File: config.mk
export PLATFORM = sky130hd
export DESIGN_NAME = fkc_top
export DESIGN_NICKNAME = d
export VERILOG_FILES = /design/src/hdl/fkc_pkg.sv /design/src/hdl/fkc_pulse_stretch.sv /design/src/hdl/fkc_top.sv
export VERILOG_INCLUDE_DIRS = /design/src /design/src/hdl
export SDC_FILE = /design/constraint.sdc
export NUM_CORES = 1
export LEC_CHECK = 0
export ABC_AREA = 0
export BUFFER_PORTS_ARGS = -buffer_cell sky130_fd_sc_hd__buf_4
export CAP_MARGIN = 20
export CORE_ASPECT_RATIO = 0.7
export CORE_UTILIZATION = 50
export CTS_CLUSTER_DIAMETER = 200
export DETAILED_ROUTE_END_ITERATION = 16
export PLACE_DENSITY = 0.71
export SYNTH_ARGS = -nofsm -noshare
export SYNTH_HDL_FRONTEND = slang
export SYNTH_SLANG_ARGS = --single-unit
File: constraint.sdc
create_clock -name clk_i -period 3.58 [get_ports clk_i]
set_clock_uncertainty 0.05 [all_clocks]
set_input_delay 0.537 -clock clk_i [delete_from_list [all_inputs] [get_ports clk_i]]
set_output_delay 0.537 -clock clk_i [all_outputs]
set_load 0.02 [all_outputs]
File: src/hdl/fkc_consts.svh
// Constants for the front-panel key controller
// Overview of operation
// - State word bit n belongs to key n
// - Latching output holds until reset command or next press
// - Momentary output follows key held down
// - Momentary output stretched to minimum pulse
// - Disabled key gives no output at all
// - Locked key ignores all later presses
// - Locked latched-high output stays high until a restore
// - Locked momentary key output forced low
// - Only one key press handled at once
// - Press recognised after 200 ms qualification
// - Key states saved and restored over supply loss
// - Each key drives own ordinal signal, logs event
// - Each key drives configured tri-colour indicator
// - Mode bit: 0 momentary, 1 latching
// - Access code: 0 disabled, 1 unlocked, 2 locked
// - Each latching press inverts the output
`ifndef FKC_CONSTS_SVH
`define FKC_CONSTS_SVH

`define FKC_NUM_KEYS        3
`define FKC_QUAL_TIME_MS    200
`define FKC_CLK_HZ          125000000
`define FKC_QUAL_CYCLES     ((`FKC_CLK_HZ / 1000) * `FKC_QUAL_TIME_MS)
`define FKC_MIN_PULSE_W     24
`define FKC_FIRST_ORDINAL   712
`define FKC_ORDINAL_W       10
`define FKC_MODE_MOMENTARY  1'b0
`define FKC_MODE_LATCHING   1'b1
`define FKC_ACC_DISABLED    2'h0
`define FKC_ACC_UNLOCKED    2'h1
`define FKC_ACC_LOCKED      2'h2
`define FKC_LED_OFF         2'h0

`endif

File: src/hdl/fkc_pkg.sv
// Types for the front-panel key controller
`include "fkc_consts.svh"
package fkc_pkg;
    typedef enum logic [1:0] {
        FKC_ACC_DIS_E = 2'h0,
        FKC_ACC_UNL_E = 2'h1,
        FKC_ACC_LCK_E = 2'h2
    } fkc_access_t;

    typedef struct packed {
        logic        key_behaviour_select;
        fkc_access_t key_access_setting;
        logic [1:0]  led_colour;
    } fkc_key_cfg_t;

    typedef struct packed {
        logic                         valid;
        logic [`FKC_ORDINAL_W-1:0]    ordinal;
    } fkc_event_t;

    typedef enum logic [2:0] {
        FKC_ST_IDLE = 3'b001,
        FKC_ST_QUAL = 3'b010,
        FKC_ST_HELD = 3'b100
    } fkc_state_t;
endpackage

File: src/hdl/fkc_pulse_stretch.sv
// Minimum pulse stretcher for one momentary key output
`include "fkc_consts.svh"
module fkc_pulse_stretch
    import fkc_pkg::*;
#(
    parameter int W = `FKC_MIN_PULSE_W
) (
    // Clock and reset
    input  wire logic         clk_i,
    input  wire logic         rst_n_i,
    // Control
    input  wire logic [W-1:0] min_cycles_i,
    input  wire logic         level_i,
    input  wire logic         kill_i,
    // Result
    output logic              level_o
);
    logic [W-1:0] cnt_q;
    logic [W-1:0] cnt_d;
    logic         level_q;
    logic         rise_q;
    logic         level_d;

    always_comb begin
        cnt_d   = cnt_q;
        level_d = 1'b0;
        if (kill_i) begin
            cnt_d = '0;
        end else if (level_i && !rise_q) begin
            cnt_d   = min_cycles_i;
            level_d = 1'b1;
        end else if (level_i) begin
            level_d = 1'b1;
            if (cnt_q != '0) cnt_d = cnt_q - W'(1);
        end else if (cnt_q != '0) begin
            // Short press still held out to full width
            cnt_d   = cnt_q - W'(1);
            level_d = (cnt_q != W'(1));
        end
    end

    always_ff @(posedge clk_i or negedge rst_n_i) begin
        if (!rst_n_i) begin
            cnt_q   <= '0;
            level_q <= 1'b0;
            rise_q  <= 1'b0;
        end else begin
            cnt_q   <= cnt_d;
            level_q <= level_d;
            rise_q  <= level_i && !kill_i;
        end
    end

    assign level_o = level_q;
endmodule

File: src/hdl/fkc_top.sv
// Front-panel key controller: qualify, arbitrate, latch or follow
`include "fkc_consts.svh"
module fkc_top
    import fkc_pkg::*;
#(
    parameter int N       = `FKC_NUM_KEYS,
    parameter int QUAL    = `FKC_QUAL_CYCLES,
    parameter int CNT_W   = 32,
    parameter int PULSE_W = `FKC_MIN_PULSE_W
) (
    // Clock and reset
    input  wire logic                     clk_i,
    input  wire logic                     rst_n_i,
    // Operator keys, high while pressed
    input  wire logic [N-1:0]             key_pressed_i,
    // Configuration
    input  fkc_key_cfg_t [N-1:0]          key_cfg_i,
    input  wire logic [CNT_W-1:0]         qual_prescale_i,
    input  wire logic [PULSE_W-1:0]       min_pulse_cycles_i,
    input  wire logic [N-1:0]             latch_reset_i,
    // Non-volatile store
    input  wire logic                     nv_restore_i,
    input  wire logic [N-1:0]             nv_state_i,
    output logic                          nv_save_o,
    // Scheme logic side
    output logic [N-1:0]                  internal_signal_bus_o,
    output logic [N-1:0]                  key_state_word_o,
    output logic [N-1:0][1:0]             led_o,
    output fkc_event_t                    event_o
);
    localparam logic [CNT_W-1:0] QUAL_DEF = CNT_W'(QUAL);

    fkc_state_t                st_q, st_d;
    logic [CNT_W-1:0]          cnt_q, cnt_d;
    logic [$clog2(N+1)-1:0]    sel_q, sel_d;
    logic [N-1:0]              tog_q, tog_d;
    logic [N-1:0]              key_lvl;
    logic [N-1:0]              mom_lvl;
    logic [N-1:0]              mom_out;
    logic [N-1:0]              rise;
    logic                      hit;
    logic [CNT_W-1:0]          target;
    fkc_event_t                ev_d, ev_q;
    logic                      save_d, save_q;
    logic [N-1:0][1:0]         led_d, led_q;

    // Zero prescale falls back to the nominal qualification count
    assign target = (qual_prescale_i == '0) ? QUAL_DEF : qual_prescale_i;

    ////////////////////////////////////////////////////////////////////////
    // Press qualification and single-key arbitration

    always_comb begin
        st_d  = st_q;
        cnt_d = cnt_q;
        sel_d = sel_q;
        hit   = 1'b0;
        unique case (st_q)
            FKC_ST_IDLE: begin
                // Lowest key wins; others wait for the next idle
                for (int i = N - 1; i >= 0; i--) begin
                    if (key_pressed_i[i]) begin
                        sel_d = ($clog2(N+1))'(i);
                        st_d  = FKC_ST_QUAL;
                        cnt_d = CNT_W'(1);
                    end
                end
            end
            FKC_ST_QUAL: begin
                if (!key_pressed_i[sel_q]) begin
                    st_d  = FKC_ST_IDLE;
                    cnt_d = '0;
                end else if (cnt_q >= target) begin
                    st_d = FKC_ST_HELD;
                    hit  = 1'b1;
                end else begin
                    cnt_d = cnt_q + CNT_W'(1);
                end
            end
            FKC_ST_HELD: begin
                if (!key_pressed_i[sel_q]) begin
                    st_d  = FKC_ST_IDLE;
                    cnt_d = '0;
                end
            end
            default: begin
                // Illegal one-hot code: fall back to idle rather than hang
                st_d  = FKC_ST_IDLE;
                cnt_d = '0;
            end
        endcase
    end

    always_ff @(posedge clk_i or negedge rst_n_i) begin
        if (!rst_n_i) begin
            st_q  <= FKC_ST_IDLE;
            cnt_q <= '0;
            sel_q <= '0;
        end else begin
            st_q  <= st_d;
            cnt_q <= cnt_d;
            sel_q <= sel_d;
        end
    end

    ////////////////////////////////////////////////////////////////////////
    // Per-key output logic

    genvar g;
    generate
        for (g = 0; g < N; g++) begin : g_key
            logic lat, dis, lck;
            assign lat = (key_cfg_i[g].key_behaviour_select == `FKC_MODE_LATCHING);
            assign dis = (key_cfg_i[g].key_access_setting == FKC_ACC_DIS_E);
            assign lck = (key_cfg_i[g].key_access_setting == FKC_ACC_LCK_E);
            assign rise[g] = hit && (sel_q == ($clog2(N+1))'(g));

            always_comb begin
                tog_d[g] = tog_q[g];
                if (nv_restore_i) begin
                    tog_d[g] = nv_state_i[g];
                end else if (rise[g] && lat && !dis && !lck) begin
                    tog_d[g] = ~tog_q[g];
                end else if (latch_reset_i[g] && !lck) begin
                    tog_d[g] = 1'b0;
                end
            end

            // Momentary level only from a qualified press, never when locked
            assign mom_lvl[g] = !lat && !dis && !lck && (st_q == FKC_ST_HELD)
                                && (sel_q == ($clog2(N+1))'(g));

            fkc_pulse_stretch #(
                .W(PULSE_W)
            ) u_stretch (
                .clk_i       (clk_i),
                .rst_n_i     (rst_n_i),
                .min_cycles_i(min_pulse_cycles_i),
                .level_i     (mom_lvl[g]),
                .kill_i      (lat || dis || lck),
                .level_o     (mom_out[g])
            );

            // Locked latched state simply keeps tog_q, so high stays high
            // Lock gates the stretcher too: its register lags a lock by a cycle
            assign key_lvl[g] = dis ? 1'b0 : (lat ? tog_q[g] : (mom_out[g] && !lck));

            always_comb begin
                led_d[g] = key_lvl[g] ? key_cfg_i[g].led_colour : `FKC_LED_OFF;
            end
        end
    endgenerate

    ////////////////////////////////////////////////////////////////////////
    // Event queue: rises landing together are reported one per cycle

    logic [N-1:0] prev_q, prev_d;
    logic [N-1:0] pend_q, pend_d;
    logic [N-1:0] key_rise;

    assign key_rise = key_lvl & ~prev_q;

    always_comb begin
        prev_d = key_lvl;
        ev_d   = '0;
        // Pending reports wait for a free cycle instead of being dropped
        pend_d = pend_q | key_rise;
        for (int i = 0; i < N; i++) begin
            if (pend_d[i] && !ev_d.valid) begin
                ev_d.valid   = 1'b1;
                ev_d.ordinal = `FKC_ORDINAL_W'(`FKC_FIRST_ORDINAL + i);
                // A second rise of the same key keeps its own report
                pend_d[i]    = pend_q[i] && key_rise[i];
            end
        end
    end

    always_ff @(posedge clk_i or negedge rst_n_i) begin
        if (!rst_n_i) begin
            prev_q <= '0;
            pend_q <= '0;
            ev_q   <= '0;
        end else begin
            prev_q <= prev_d;
            pend_q <= pend_d;
            ev_q   <= ev_d;
        end
    end

    ////////////////////////////////////////////////////////////////////////
    // Latched key state and save strobe

    always_comb begin
        // Restore writes back the stored image, so no save follows it
        save_d = (tog_d != tog_q) && !nv_restore_i;
    end

    always_ff @(posedge clk_i or negedge rst_n_i) begin
        if (!rst_n_i) begin
            tog_q  <= '0;
            save_q <= 1'b0;
        end else begin
            tog_q  <= tog_d;
            save_q <= save_d;
        end
    end

    ////////////////////////////////////////////////////////////////////////
    // Indicators and registered outputs

    always_ff @(posedge clk_i or negedge rst_n_i) begin
        if (!rst_n_i) begin
            led_q <= '0;
        end else begin
            led_q <= led_d;
        end
    end

    assign internal_signal_bus_o = prev_q;
    assign key_state_word_o      = prev_q;
    assign led_o                 = led_q;
    assign event_o               = ev_q;
    assign nv_save_o             = save_q;
endmodule

# Word level (Yosys, flattened, before mapping)
# Cells that the tools add are included.
[totals]
regBits = 142
out_inout_bits = 24
[classes]
order_cmp = 2
eq_ne = 16
addsub = 4
n_bitwise = 6
mux = 68
reduce_logical = 81
[ops]
columns = ["operator", "count"]
rows = [
  ["2-to-1 mux 32 bit", 7],
  ["2-to-1 mux 24 bit", 9],
  ["one-hot mux 32 bit (3 select lines)", 1],
  ["!= test 24 x 1 -> 1 bit (second input constant)", 3],
  ["nonzero test 24 bit", 3],
  ["subtractor 24 x 1 -> 24 bit (second input constant)", 3],
  ["logical AND 1 bit", 42],
  ["2-to-1 mux 1 bit", 34],
  ["2-to-1 mux 11 bit", 3],
  ["adder 32 x 1 -> 32 bit (second input constant)", 1],
  ["greater-or-equal comparator 32 bit", 1],
  ["logical NOT 32 bit", 1],
  ["logical NOT 1 bit", 18],
  ["2-to-1 mux 3 bit", 6],
  ["2-to-1 mux 2 bit", 6],
  ["nonzero test 3 bit", 4],
  ["one-hot mux 3 bit (3 select lines)", 1],
  ["== test 2 bit (second input constant)", 4],
  ["logical NOT 2 bit", 4],
  ["logical OR 1 bit", 6],
  ["!= test 3 bit (second input constant)", 2],
  ["AND reduction 3 bit", 2],
  ["!= test 4 bit (second input constant)", 1],
  ["AND 3 bit", 1],
  ["other kinds (12)", 14],
]

# Longest topological paths before layout
# Gate-level depths: netlist of the first run.
[depth]
depth_word = 14
mapped_depth = 15
ltp_nobuf = 12

# Modules after synthesis
# From an unflattened synthesis of the first run, not the netlist that was laid out.
[unflattened]
hier_cells = 945
area_unflattened_um2 = 8891.0
[modules_own_cells]
columns = ["module", "seq_area_each_um2", "n_inst", "area_each_um2", "cells_each"]
rows = [
  ["fkc_top", 1402.6, 1, 3957.5, 464],
  ["fkc_pulse_stretch (g_key[1].u_stretch ...)", 650.6, 2, 1680.4, 157],
  ["fkc_pulse_stretch (g_key[0].u_stretch)", 650.6, 1, 1572.8, 167],
]

# Worst setup path before layout of the first run
# Ideal clock, no wire load.
[synth_path]
kind = "input to register"
startpoint = "input qual_prescale_i[25]"
endpoint = "register cnt_q[21]"
arrival_ps = 3316
cell_stages = 15
required_ps = 3412
setup_slack_ps = 96
setup_ps = 118
path_cell_list = "nor4_1 -> nand4_1 -> nor2_1 -> clkbuf_1 -> nor2_1 -> ha_1 -> nand4_1 -> a211oi_1 -> a32oi_1 -> a211oi_1 -> a211o_1 -> clkbuf_1 -> clkbuf_1 -> a211oi_1 -> a21o_1"
[synth_via]
elab_chain_cells = 5
[synth_lines]
columns = ["element", "line", "text"]
rows = [
  ["start: declaration", "fkc_top.sv:18", "input wire logic [CNT_W-1:0] qual_prescale_i,"],
  ["logical NOT 32 bit", "fkc_top.sv:48", "assign target = (qual_prescale_i == '0) ? QUAL_DEF : qual_prescale_i;"],
  ["2-to-1 mux 32 bit *", "fkc_top.sv:48", ""],
  ["greater-or-equal comparator 32 bit *", "fkc_top.sv:73", "end else if (cnt_q >= target) begin"],
  ["!= test 3 bit (no source line) *", "-", ""],
  ["AND reduction 3 bit (no source line) *", "-", ""],
  ["end signal: assignment", "fkc_top.sv:101", "cnt_q <= cnt_d;"],
  ["end: declaration", "fkc_top.sv:34", "logic [CNT_W-1:0] cnt_q, cnt_d;"],
]
# Every way passes the cells marked *; elsewhere a longest branch is shown, timed or not.
# A chain may end at the register's enable or synchronous reset.

# Worst setup path in the final report of the first run
[layout_path]
startpoint = "input qual_prescale_i[24]"
endpoint = "register cnt_q[23]"
# The elaborated chain is that of the path after synthesis.

==> flow_metrics.tcl, run 1 <==
set metrics [dict create \
    run_status "complete, but fails checks" \
    failed_checks "negative setup slack" \
    post-place-ws_ps -486 \
    place_area_sq_mm 0.00941 \
    vias_per_cell 5.80 \
    drt_pass1_iterations 5 \
    final_antenna_net_count 0 \
    detailroute.via_count 7447 \
    std_cell_rows 38 \
    cts-root-to-sink-buffers 2 \
    synth_seq_cells 134 \
    globalRoute.busiestLayer "met1" \
    timing.critical_path.arrival_ps 3900 \
    cts.sinks 134 \
    finalWeightedCongestion 0.851 \
    yosys.area.top_type "sky130_fd_sc_hd__dfrtp_1" \
    clock_tree_from_tritoncts "done" \
    max_slew_margin_pct 46.4 \
    synthesis.area_sq_mm 0.00823 \
    stdcell_count 1284 \
    diodes 0 \
    grt_use_met2_pct 38.3 \
    irDropWorstVdd_mv 0.322 \
    post_synth_and_or_nand_nor_area_fraction_pct 23.5 \
    share_of_the_synthesized_area_in_the_top_cell_type_pct 40.4 \
    die_area_sq_mm 0.0170 \
    design.core.area_sq_mm 0.0158 \
    nFillCells 1301 \
    reg2reg_slack_ps 430 \
    timing.critical_path.from_type "input pin" \
    multi_input_comb_area_sq_mm 0.00467 \
    hold_path.class "in -> async" \
    main_combinational_cell_family_by_area_after_synthesis "simple AND/OR/NAND/NOR gates" \
    synth_compound_gate_area_share_pct 17.7 \
    critPathRequiredTime_ps 3880 \
    detail_route.wirelength_mm 22.6 \
    track_usage_pct 27.0 \
    io_buffer_count 102 \
    cts_hold_buf 0 \
    synth.top_cells.by_area "sky130_fd_sc_hd__dfrtp_1 40%, sky130_fd_sc_hd__ha_1 5.9%, sky130_fd_sc_hd__nor2_1 5.8%" \
    placed_cell_count 1245 \
    synth.area.mux_share_pct 0.122 \
    hpwl_mm 15.9 \
    grt_first_pass_wirelength_mm 35.5 \
    power.static_leakage_nw 4.81 \
    final_net_count 1174 \
    tightest_slew_ps 804 \
    synth_async_sr_flop_share_pct 100 \
    synthDistinctLibCells 73 \
    timing.final.crit_share_pct 101 \
    regArea_sq_mm 0.00335 \
    critical_path.max_fanout 6 \
    synth_edf_count 0 \
    yosysWarnings 0 \
    die_height_um 109 \
    postSynth.topFlopCell "sky130_fd_sc_hd__dfrtp_1" \
    finalHoldViolations 0 \
    power.total_mw 5.92 \
    slew_violations 0 \
    die_width_um 155 \
    cts_htree_levels 4 \
    cts.clk_slew.worst_paths_ps 60 \
    grt_setup_unrepaired "yes" \
    first_iter_violations 680 \
    gr-usage-met3_pct 5.28 \
    clock.fmax_mhz 278 \
    synth-seq-area-share_pct 40.7 \
    grt_overflow 0 \
    num_io_pins 107 \
    fraction_of_final_layout_cells_sized_beyond_drive_strength_1_pct 23.3 \
    cp_cell_sequence "buf_4, nor4_4, nand4_1, nor2_2, buf_6, buf_6, nor2_2, ha_1, nand4_1, nand3_2, a221oi_2, nand2_1, a211o_4, buf_12, or4_4, a21oi_2" \
    fin_crit_ps 3600 \
    power_per_cell_area_mw_per_mm2 571 \
    synth-adder-area-share_pct 6.17 \
    post-route-drc-count 0 \
    cts_made_buffers 17 \
    start_util_pct 52.2 \
    area_growth_syn_to_layout_pct 26.0 \
    final.setup.worst_slack_ps -19.5 \
    cap_viol_max_count 0 \
    antenna_found_initial 0 \
    syn-mean-instance-area_sq_um 8.95 \
    setup_viol 2 \
    fin_setup_tns_ps -30.4 \
    syn-instance-count 920 \
    synth_xor_xnor_area_share_pct 6.38 \
    grt_start_max_net_pins 87 \
    stdcell_area_sq_mm 0.0104 \
    slowest_stage "sky130_fd_sc_hd__or4_4" \
    critical_path.max_stage_delay_ps 520 \
    wire_per_inst_um 17.6 \
    crit_type "in -> reg" \
    cts_root_buf "sky130_fd_sc_hd__clkbuf_16" \
    grt_pass1_vias 6765 \
    gr-usage-met1_pct 41.3 \
    clock_latency_ps 420 \
    critPathCaptureType "flop" \
]
==> worst max-delay path, delay by kind of cell <==
kind            cells  cell delay [ps]
fa+ha+maj           1              310
compound gates      3              820
buf+inv             4              560
simple gates        8             1690
==> placed cells by master (no fill, tap or decap), types with 4 or more instances in the layout <==
cell type,n
sky130_fd_sc_hd__buf_4,144
sky130_fd_sc_hd__clkbuf_16,19
sky130_fd_sc_hd__xor2_1,13
sky130_fd_sc_hd__nand2b_1,8
sky130_fd_sc_hd__o21ai_0,31
sky130_fd_sc_hd__buf_6,7
sky130_fd_sc_hd__clkinv_2,5
sky130_fd_sc_hd__nor2b_1,11
sky130_fd_sc_hd__and3_1,5
sky130_fd_sc_hd__or2_2,4
sky130_fd_sc_hd__a211oi_1,60
sky130_fd_sc_hd__a21oi_2,13
sky130_fd_sc_hd__clkbuf_8,5
sky130_fd_sc_hd__a21oi_1,31
sky130_fd_sc_hd__nor3_1,30
sky130_fd_sc_hd__nand2_1,63
sky130_fd_sc_hd__o31ai_1,17
sky130_fd_sc_hd__and4_1,4
sky130_fd_sc_hd__or4_1,14
sky130_fd_sc_hd__inv_1,44
sky130_fd_sc_hd__o311ai_0,5
sky130_fd_sc_hd__nor2_1,125
sky130_fd_sc_hd__xnor2_1,47
sky130_fd_sc_hd__dfrtp_1,133
sky130_fd_sc_hd__a211oi_2,4
sky130_fd_sc_hd__nand4_1,13
sky130_fd_sc_hd__nand3_1,26
sky130_fd_sc_hd__o211ai_1,11
sky130_fd_sc_hd__nor4_1,17
sky130_fd_sc_hd__nor4_4,5
sky130_fd_sc_hd__or3_1,9
sky130_fd_sc_hd__and2_1,10
sky130_fd_sc_hd__or4_4,12
sky130_fd_sc_hd__conb_1,4
sky130_fd_sc_hd__ha_1,38
==> sequential cells by signal, summed over array words and instances (netlist names) <==
| signal | count |
|---|---|
| sel_q | 2 |
| tog_q | 3 |
| pend_q | 3 |
| g_key.u_stretch.cnt_q | 72 |
| internal_signal_bus_o | 3 |
| cnt_q | 32 |
| g_key.u_stretch.level_o | 3 |
| led_o | 6 |
| event_o | 3 |
| nv_save_o | 1 |
| g_key.u_stretch.rise_q | 3 |
| st_q | 3 |
==> metrics by stage <==
| step | util, % | hold WS, ps |
|---|---|---|
| final | 65.7 | 108 |
| after global routing | 65.7 | 177 |
| after CTS | 63.6 | 154 |
| after detailed placement | 59.6 | 434 |
| after global placement | 59.6 | 430 |
| after floorplan | - | 191 |
==> layer usage <==
metal | part of all wire, % | routed length [um]
met1 | 50 | 11200
met2 | 42 | 9420
met3 | 7.4 | 1670
met4 | 1.3 | 301
met5 | 0 | 0
==> cells by family (layout without fill, tap and decap cells) <==
| group | count (synthesis) | count (layout) |
|---|---|---|
| flops | 134 | 134 |
| simple gates | 379 | 379 |
| other cells | 1 | 4 |
| mux | 1 | 1 |
| xor+xnor | 60 | 60 |
| buf+inv | 92 | 233 |
| fa+ha+maj | 41 | 41 |
| compound gates | 212 | 212 |
==> timing repair <==
action / in CTS / in global routing
endpoints found under the hold margin: 0 / 0
gates cloned: 0 / 3
endpoints found under the setup margin: 10 / 22
pin swaps: 1 / 32
buffers inserted: 0 / 5
gates resized for setup: 2 / 59
==> path summary, 6_finish.rpt <==
check	to	cells after the start	startpoint
min in group clk_i	nv_save_o$_DFF_PN0_	2	nv_restore_i
max in group asynchronous	st_q[0]$_DFFE_PN1P_	2	rst_n_i
min reg2reg	event_o[7]$_DFF_PN0_	2	pend_q[0]$_DFF_PN0_
max reg2reg	g_key[0].u_stretch.cnt_q[15]$_DFFE_PN0P_	7	g_key[0].u_stretch.cnt_q[5]$_DFFE_PN0P_
min	cnt_q[3]$_DFFE_PN0P_	1	rst_n_i
max	cnt_q[23]$_DFFE_PN0P_	16	qual_prescale_i[24]
==> synthesized netlist by cell type (3+ instances only) <==
library cell                number
sky130_fd_sc_hd__xnor2_1        47
sky130_fd_sc_hd__nor3_1         30
sky130_fd_sc_hd__o311ai_0        5
sky130_fd_sc_hd__xor2_1         13
sky130_fd_sc_hd__nor4_1         21
sky130_fd_sc_hd__dfrtp_1       133
sky130_fd_sc_hd__and3_1          5
sky130_fd_sc_hd__or2_2           4
sky130_fd_sc_hd__nor2_1        128
sky130_fd_sc_hd__inv_1          44
sky130_fd_sc_hd__or4_1          25
sky130_fd_sc_hd__a32oi_1         3
sky130_fd_sc_hd__buf_2           3
sky130_fd_sc_hd__clkbuf_1       27
sky130_fd_sc_hd__o2111ai_1       3
sky130_fd_sc_hd__a21o_1          3
sky130_fd_sc_hd__or3_1           9
sky130_fd_sc_hd__clkbuf_8        3
sky130_fd_sc_hd__o31ai_1        18
sky130_fd_sc_hd__a21oi_1        44
sky130_fd_sc_hd__a22o_1          3
sky130_fd_sc_hd__buf_4          14
sky130_fd_sc_hd__nand3_1        28
sky130_fd_sc_hd__a211oi_1       62
sky130_fd_sc_hd__nand4_1        13
sky130_fd_sc_hd__nor2b_1        11
sky130_fd_sc_hd__a31oi_1         3
sky130_fd_sc_hd__o211ai_1       11
sky130_fd_sc_hd__nand2b_1        8
sky130_fd_sc_hd__o21ai_0        32
sky130_fd_sc_hd__and2_1         11
sky130_fd_sc_hd__and4_1          5
sky130_fd_sc_hd__ha_1           39
sky130_fd_sc_hd__nand2_1        63
==> final cells by class <==
| type | count | share of cell area (%) |
|---|---|---|
| sequential | 134 | 32.3 |
| timing repair buffer | 158 | 12.5 |
| clock inverter | 9 | 1.18 |
| clock buffer | 22 | 4.76 |
| multi-input combinational | 697 | 45.0 |
| inverter | 44 | 1.59 |
| tap | 220 | 2.65 |
==> power by group <==
group          internal (mW)  total (mW)  switching, mW
registers               1.72        1.92          0.196
logic                  0.962        2.17           1.21
clock network           1.18        1.84          0.659
total                   3.86        5.92           2.06
No activity file was read; power rests on OpenSTA's default activity.
==> run 2: changes to the inputs <==
ABC_AREA = 1   (was 0)
PLACE_DENSITY = 0.7   (was 0.71)
RECOVER_POWER = 100   (was unset)
==> flow_metrics.tcl, run 2 <==
set metrics [dict create \
    postSynth.topFlopCell "sky130_fd_sc_hd__dfrtp_1" \
    fin_crit_ps 3300 \
    cts.sinks 134 \
    slew_violations 71 \
    hpwl_mm 18.0 \
    placed_cell_count 1472 \
    cts_htree_levels 4 \
    drt_pass1_iterations 5 \
    wire_per_inst_um 15.6 \
    cts_hold_buf 0 \
    cts-root-to-sink-buffers 2 \
    crit_type "in -> reg" \
    largest_register_ff_count 72 \
    syn-instance-count 1153 \
    timing.critical_path.from_type "input pin" \
    synth_seq_cells 134 \
    synth-seq-area-share_pct 37.7 \
    syn-mean-instance-area_sq_um 7.71 \
    yosys.area.top_type "sky130_fd_sc_hd__dfrtp_1" \
    cts.clk_slew.worst_paths_ps 70 \
    num_io_pins 107 \
    most_used_cells_in_the_layout_excluding_fill_and_tap_cells "176 x sky130_fd_sc_hd__nand2_1, 164 x sky130_fd_sc_hd__nor2_1, 152 x sky130_fd_sc_hd__inv_1, 133 x sky130_fd_sc_hd__dfrtp_1, 84 x sky130_fd_sc_hd__buf_4" \
    irDropWorstVdd_mv 0.310 \
    post-route-drc-count 0 \
    synthesis.area_sq_mm 0.00889 \
    io_buffer_count 102 \
    clock_tree_from_tritoncts "done" \
    track_usage_pct 27.4 \
    power.static_leakage_nw 4.97 \
    diodes 0 \
    die_height_um 114 \
    place_area_sq_mm 0.00991 \
    die_width_um 161 \
    synth.top_cells.by_count "175 x sky130_fd_sc_hd__nand2_1, 161 x sky130_fd_sc_hd__nor2_1, 149 x sky130_fd_sc_hd__inv_1" \
    failed_checks "max-capacitance violations, max-slew violations" \
    power.total_mw 7.06 \
    power_per_cell_area_mw_per_mm2 679 \
    critical_path.max_fanout 14 \
    synthDistinctLibCells 59 \
    critPathCaptureType "flop" \
    stdcell_count 1504 \
    setup_viol 0 \
    clock.fmax_mhz 303 \
    std_cell_rows 40 \
    synth_async_sr_flop_share_pct 100 \
    detailroute.via_count 8034 \
    grt_first_pass_wirelength_mm 38.9 \
    run_status "complete, but fails checks" \
    clock_latency_ps 430 \
    final.setup.worst_slack_ps 277 \
    start_util_pct 51.5 \
    critPathRequiredTime_ps 3860 \
    hold_path.class "in -> reg" \
    synth.most_common_cell "sky130_fd_sc_hd__nand2_1" \
    synth.top_cells.by_area "sky130_fd_sc_hd__dfrtp_1 37%, sky130_fd_sc_hd__nand2_1 7.4%, sky130_fd_sc_hd__nor2_1 6.8%" \
    tightest_slew_ps 1810 \
    vias_per_cell 5.34 \
    final_design_utilization_pct 60.2 \
    fraction_of_final_layout_cells_sized_beyond_drive_strength_1_pct 15.4 \
    grt_pass1_vias 7637 \
    finalWeightedCongestion 0.919 \
    cts_root_buf "sky130_fd_sc_hd__clkbuf_16" \
    die_area_sq_mm 0.0183 \
    yosysWarnings 0 \
    detail_route.wirelength_mm 23.5 \
    final.hold.worst_slack_ps 248 \
    grt_setup_unrepaired "no" \
    registers.top_by_ff_count "g_key.u_stretch.cnt_q" \
    synth_edf_count 0 \
    share_of_the_synthesized_area_in_the_top_cell_type_pct 37.4 \
    timing.critical_path.arrival_ps 3590 \
    antenna_found_initial 0 \
    first_iter_violations 481 \
    finalHoldViolations 0 \
    area_growth_syn_to_layout_pct 17.0 \
    grt_overflow 0 \
    stdcell_area_sq_mm 0.0104 \
    cts_setup_buffers 0 \
    final_net_count 1382 \
    final_antenna_net_count 0 \
    grt_start_max_net_pins 71 \
    max_slew_margin_pct -20.7 \
    cts_made_buffers 17 \
    mostFrequentLayoutCell "sky130_fd_sc_hd__nand2_1" \
    cap_viol_max_count 1 \
    post-place-ws_ps -304 \
    timing.final.crit_share_pct 92.3 \
    design.core.area_sq_mm 0.0173 \
    fin_setup_tns_ps 0 \
]
==> run 2: cell count changes in the layout (fill, tap and decap cells not counted), sizes merged, moves of 27 or more <==
cell    before  now
a211oi      64   17
buf        156   87
inv         44  166
nand2       63  187
nand3       28   55
nor2       128  185
o21ai       33   74
xnor2       47   17
==> run 2: critical path, stage by stage <==
cell,delay [ps]
sky130_fd_sc_hd__buf_4,120
sky130_fd_sc_hd__nor4_2,430
sky130_fd_sc_hd__nand4_1,170
sky130_fd_sc_hd__nor2_2,200
sky130_fd_sc_hd__buf_4,220
sky130_fd_sc_hd__nor2_1,60
sky130_fd_sc_hd__ha_1,300
sky130_fd_sc_hd__a21oi_1,140
sky130_fd_sc_hd__o21ai_0,90
sky130_fd_sc_hd__a21oi_1,190
sky130_fd_sc_hd__nand2_1,80
sky130_fd_sc_hd__nand2_1,90
sky130_fd_sc_hd__nand2_2,80
sky130_fd_sc_hd__nand2_2,100
sky130_fd_sc_hd__nand3_4,110
sky130_fd_sc_hd__inv_4,170
sky130_fd_sc_hd__clkbuf_2,250
sky130_fd_sc_hd__nand2_1,80
sky130_fd_sc_hd__a21oi_1,160
==> run 2: what timing repair did <==
item	CTS	global route
hold endpoints to repair	0	0
setup endpoints to repair	0	30
resized for setup	0	7
==> run 2: layout make-up <==
cell class / instances / area, sq um
repair buffers: 119 / 813
fillers: 1618 / 6870
clock inverters: 14 / 185
clock buffers: 18 / 439
flip-flops and latches: 134 / 3350
multi-input cells: 827 / 4710
well taps: 231 / 289
inverters: 161 / 609
==> run 2: routing by layer <==
metal	up-vias	part of all wire, %	track usage, %
li1	4058	-	-
met1	3727	53	43.4
met2	231	40	37.6
met3	18	6.7	4.80
met4	0	0.80	7.42
met5	-	0	0
==> run 2: cell families after synthesis <==
logic type      synth area share [%]
simple gates                    29.4
compound gates                  13.7
buf+inv                         9.12
flops                           37.7
xor+xnor                        4.53
fa+ha+maj                       5.49
other cells                   0.0422
==> run 2: final timing paths <==
path | start | endpoint | slack [ps] | depth (start not counted)
max | qual_prescale_i[4] | cnt_q[7]$_DFFE_PN0P_ | 280 | 19
min in group asynchronous | rst_n_i | g_key[0].u_stretch.cnt_q[18]$_DFFE_PN0P_ | 540 | 1
max in group asynchronous | rst_n_i | led_o[3]$_DFF_PN0_ | 1020 | 2
max reg2reg | g_key[2].u_stretch.cnt_q[0]$_DFFE_PN0P_ | g_key[2].u_stretch.cnt_q[20]$_DFFE_PN0P_ | 550 | 11
min reg2reg | pend_q[0]$_DFF_PN0_ | pend_q[0]$_DFF_PN0_ | 450 | 2
min | nv_restore_i | nv_save_o$_DFF_PN0_ | 250 | 2
==> run 2: power by group <==
| group | switching (mW) | internal (mW) |
|---|---|---|
| logic | 1.91 | 1.12 |
| clock network | 0.732 | 1.13 |
| registers | 0.323 | 1.84 |
| total | 2.97 | 4.09 |
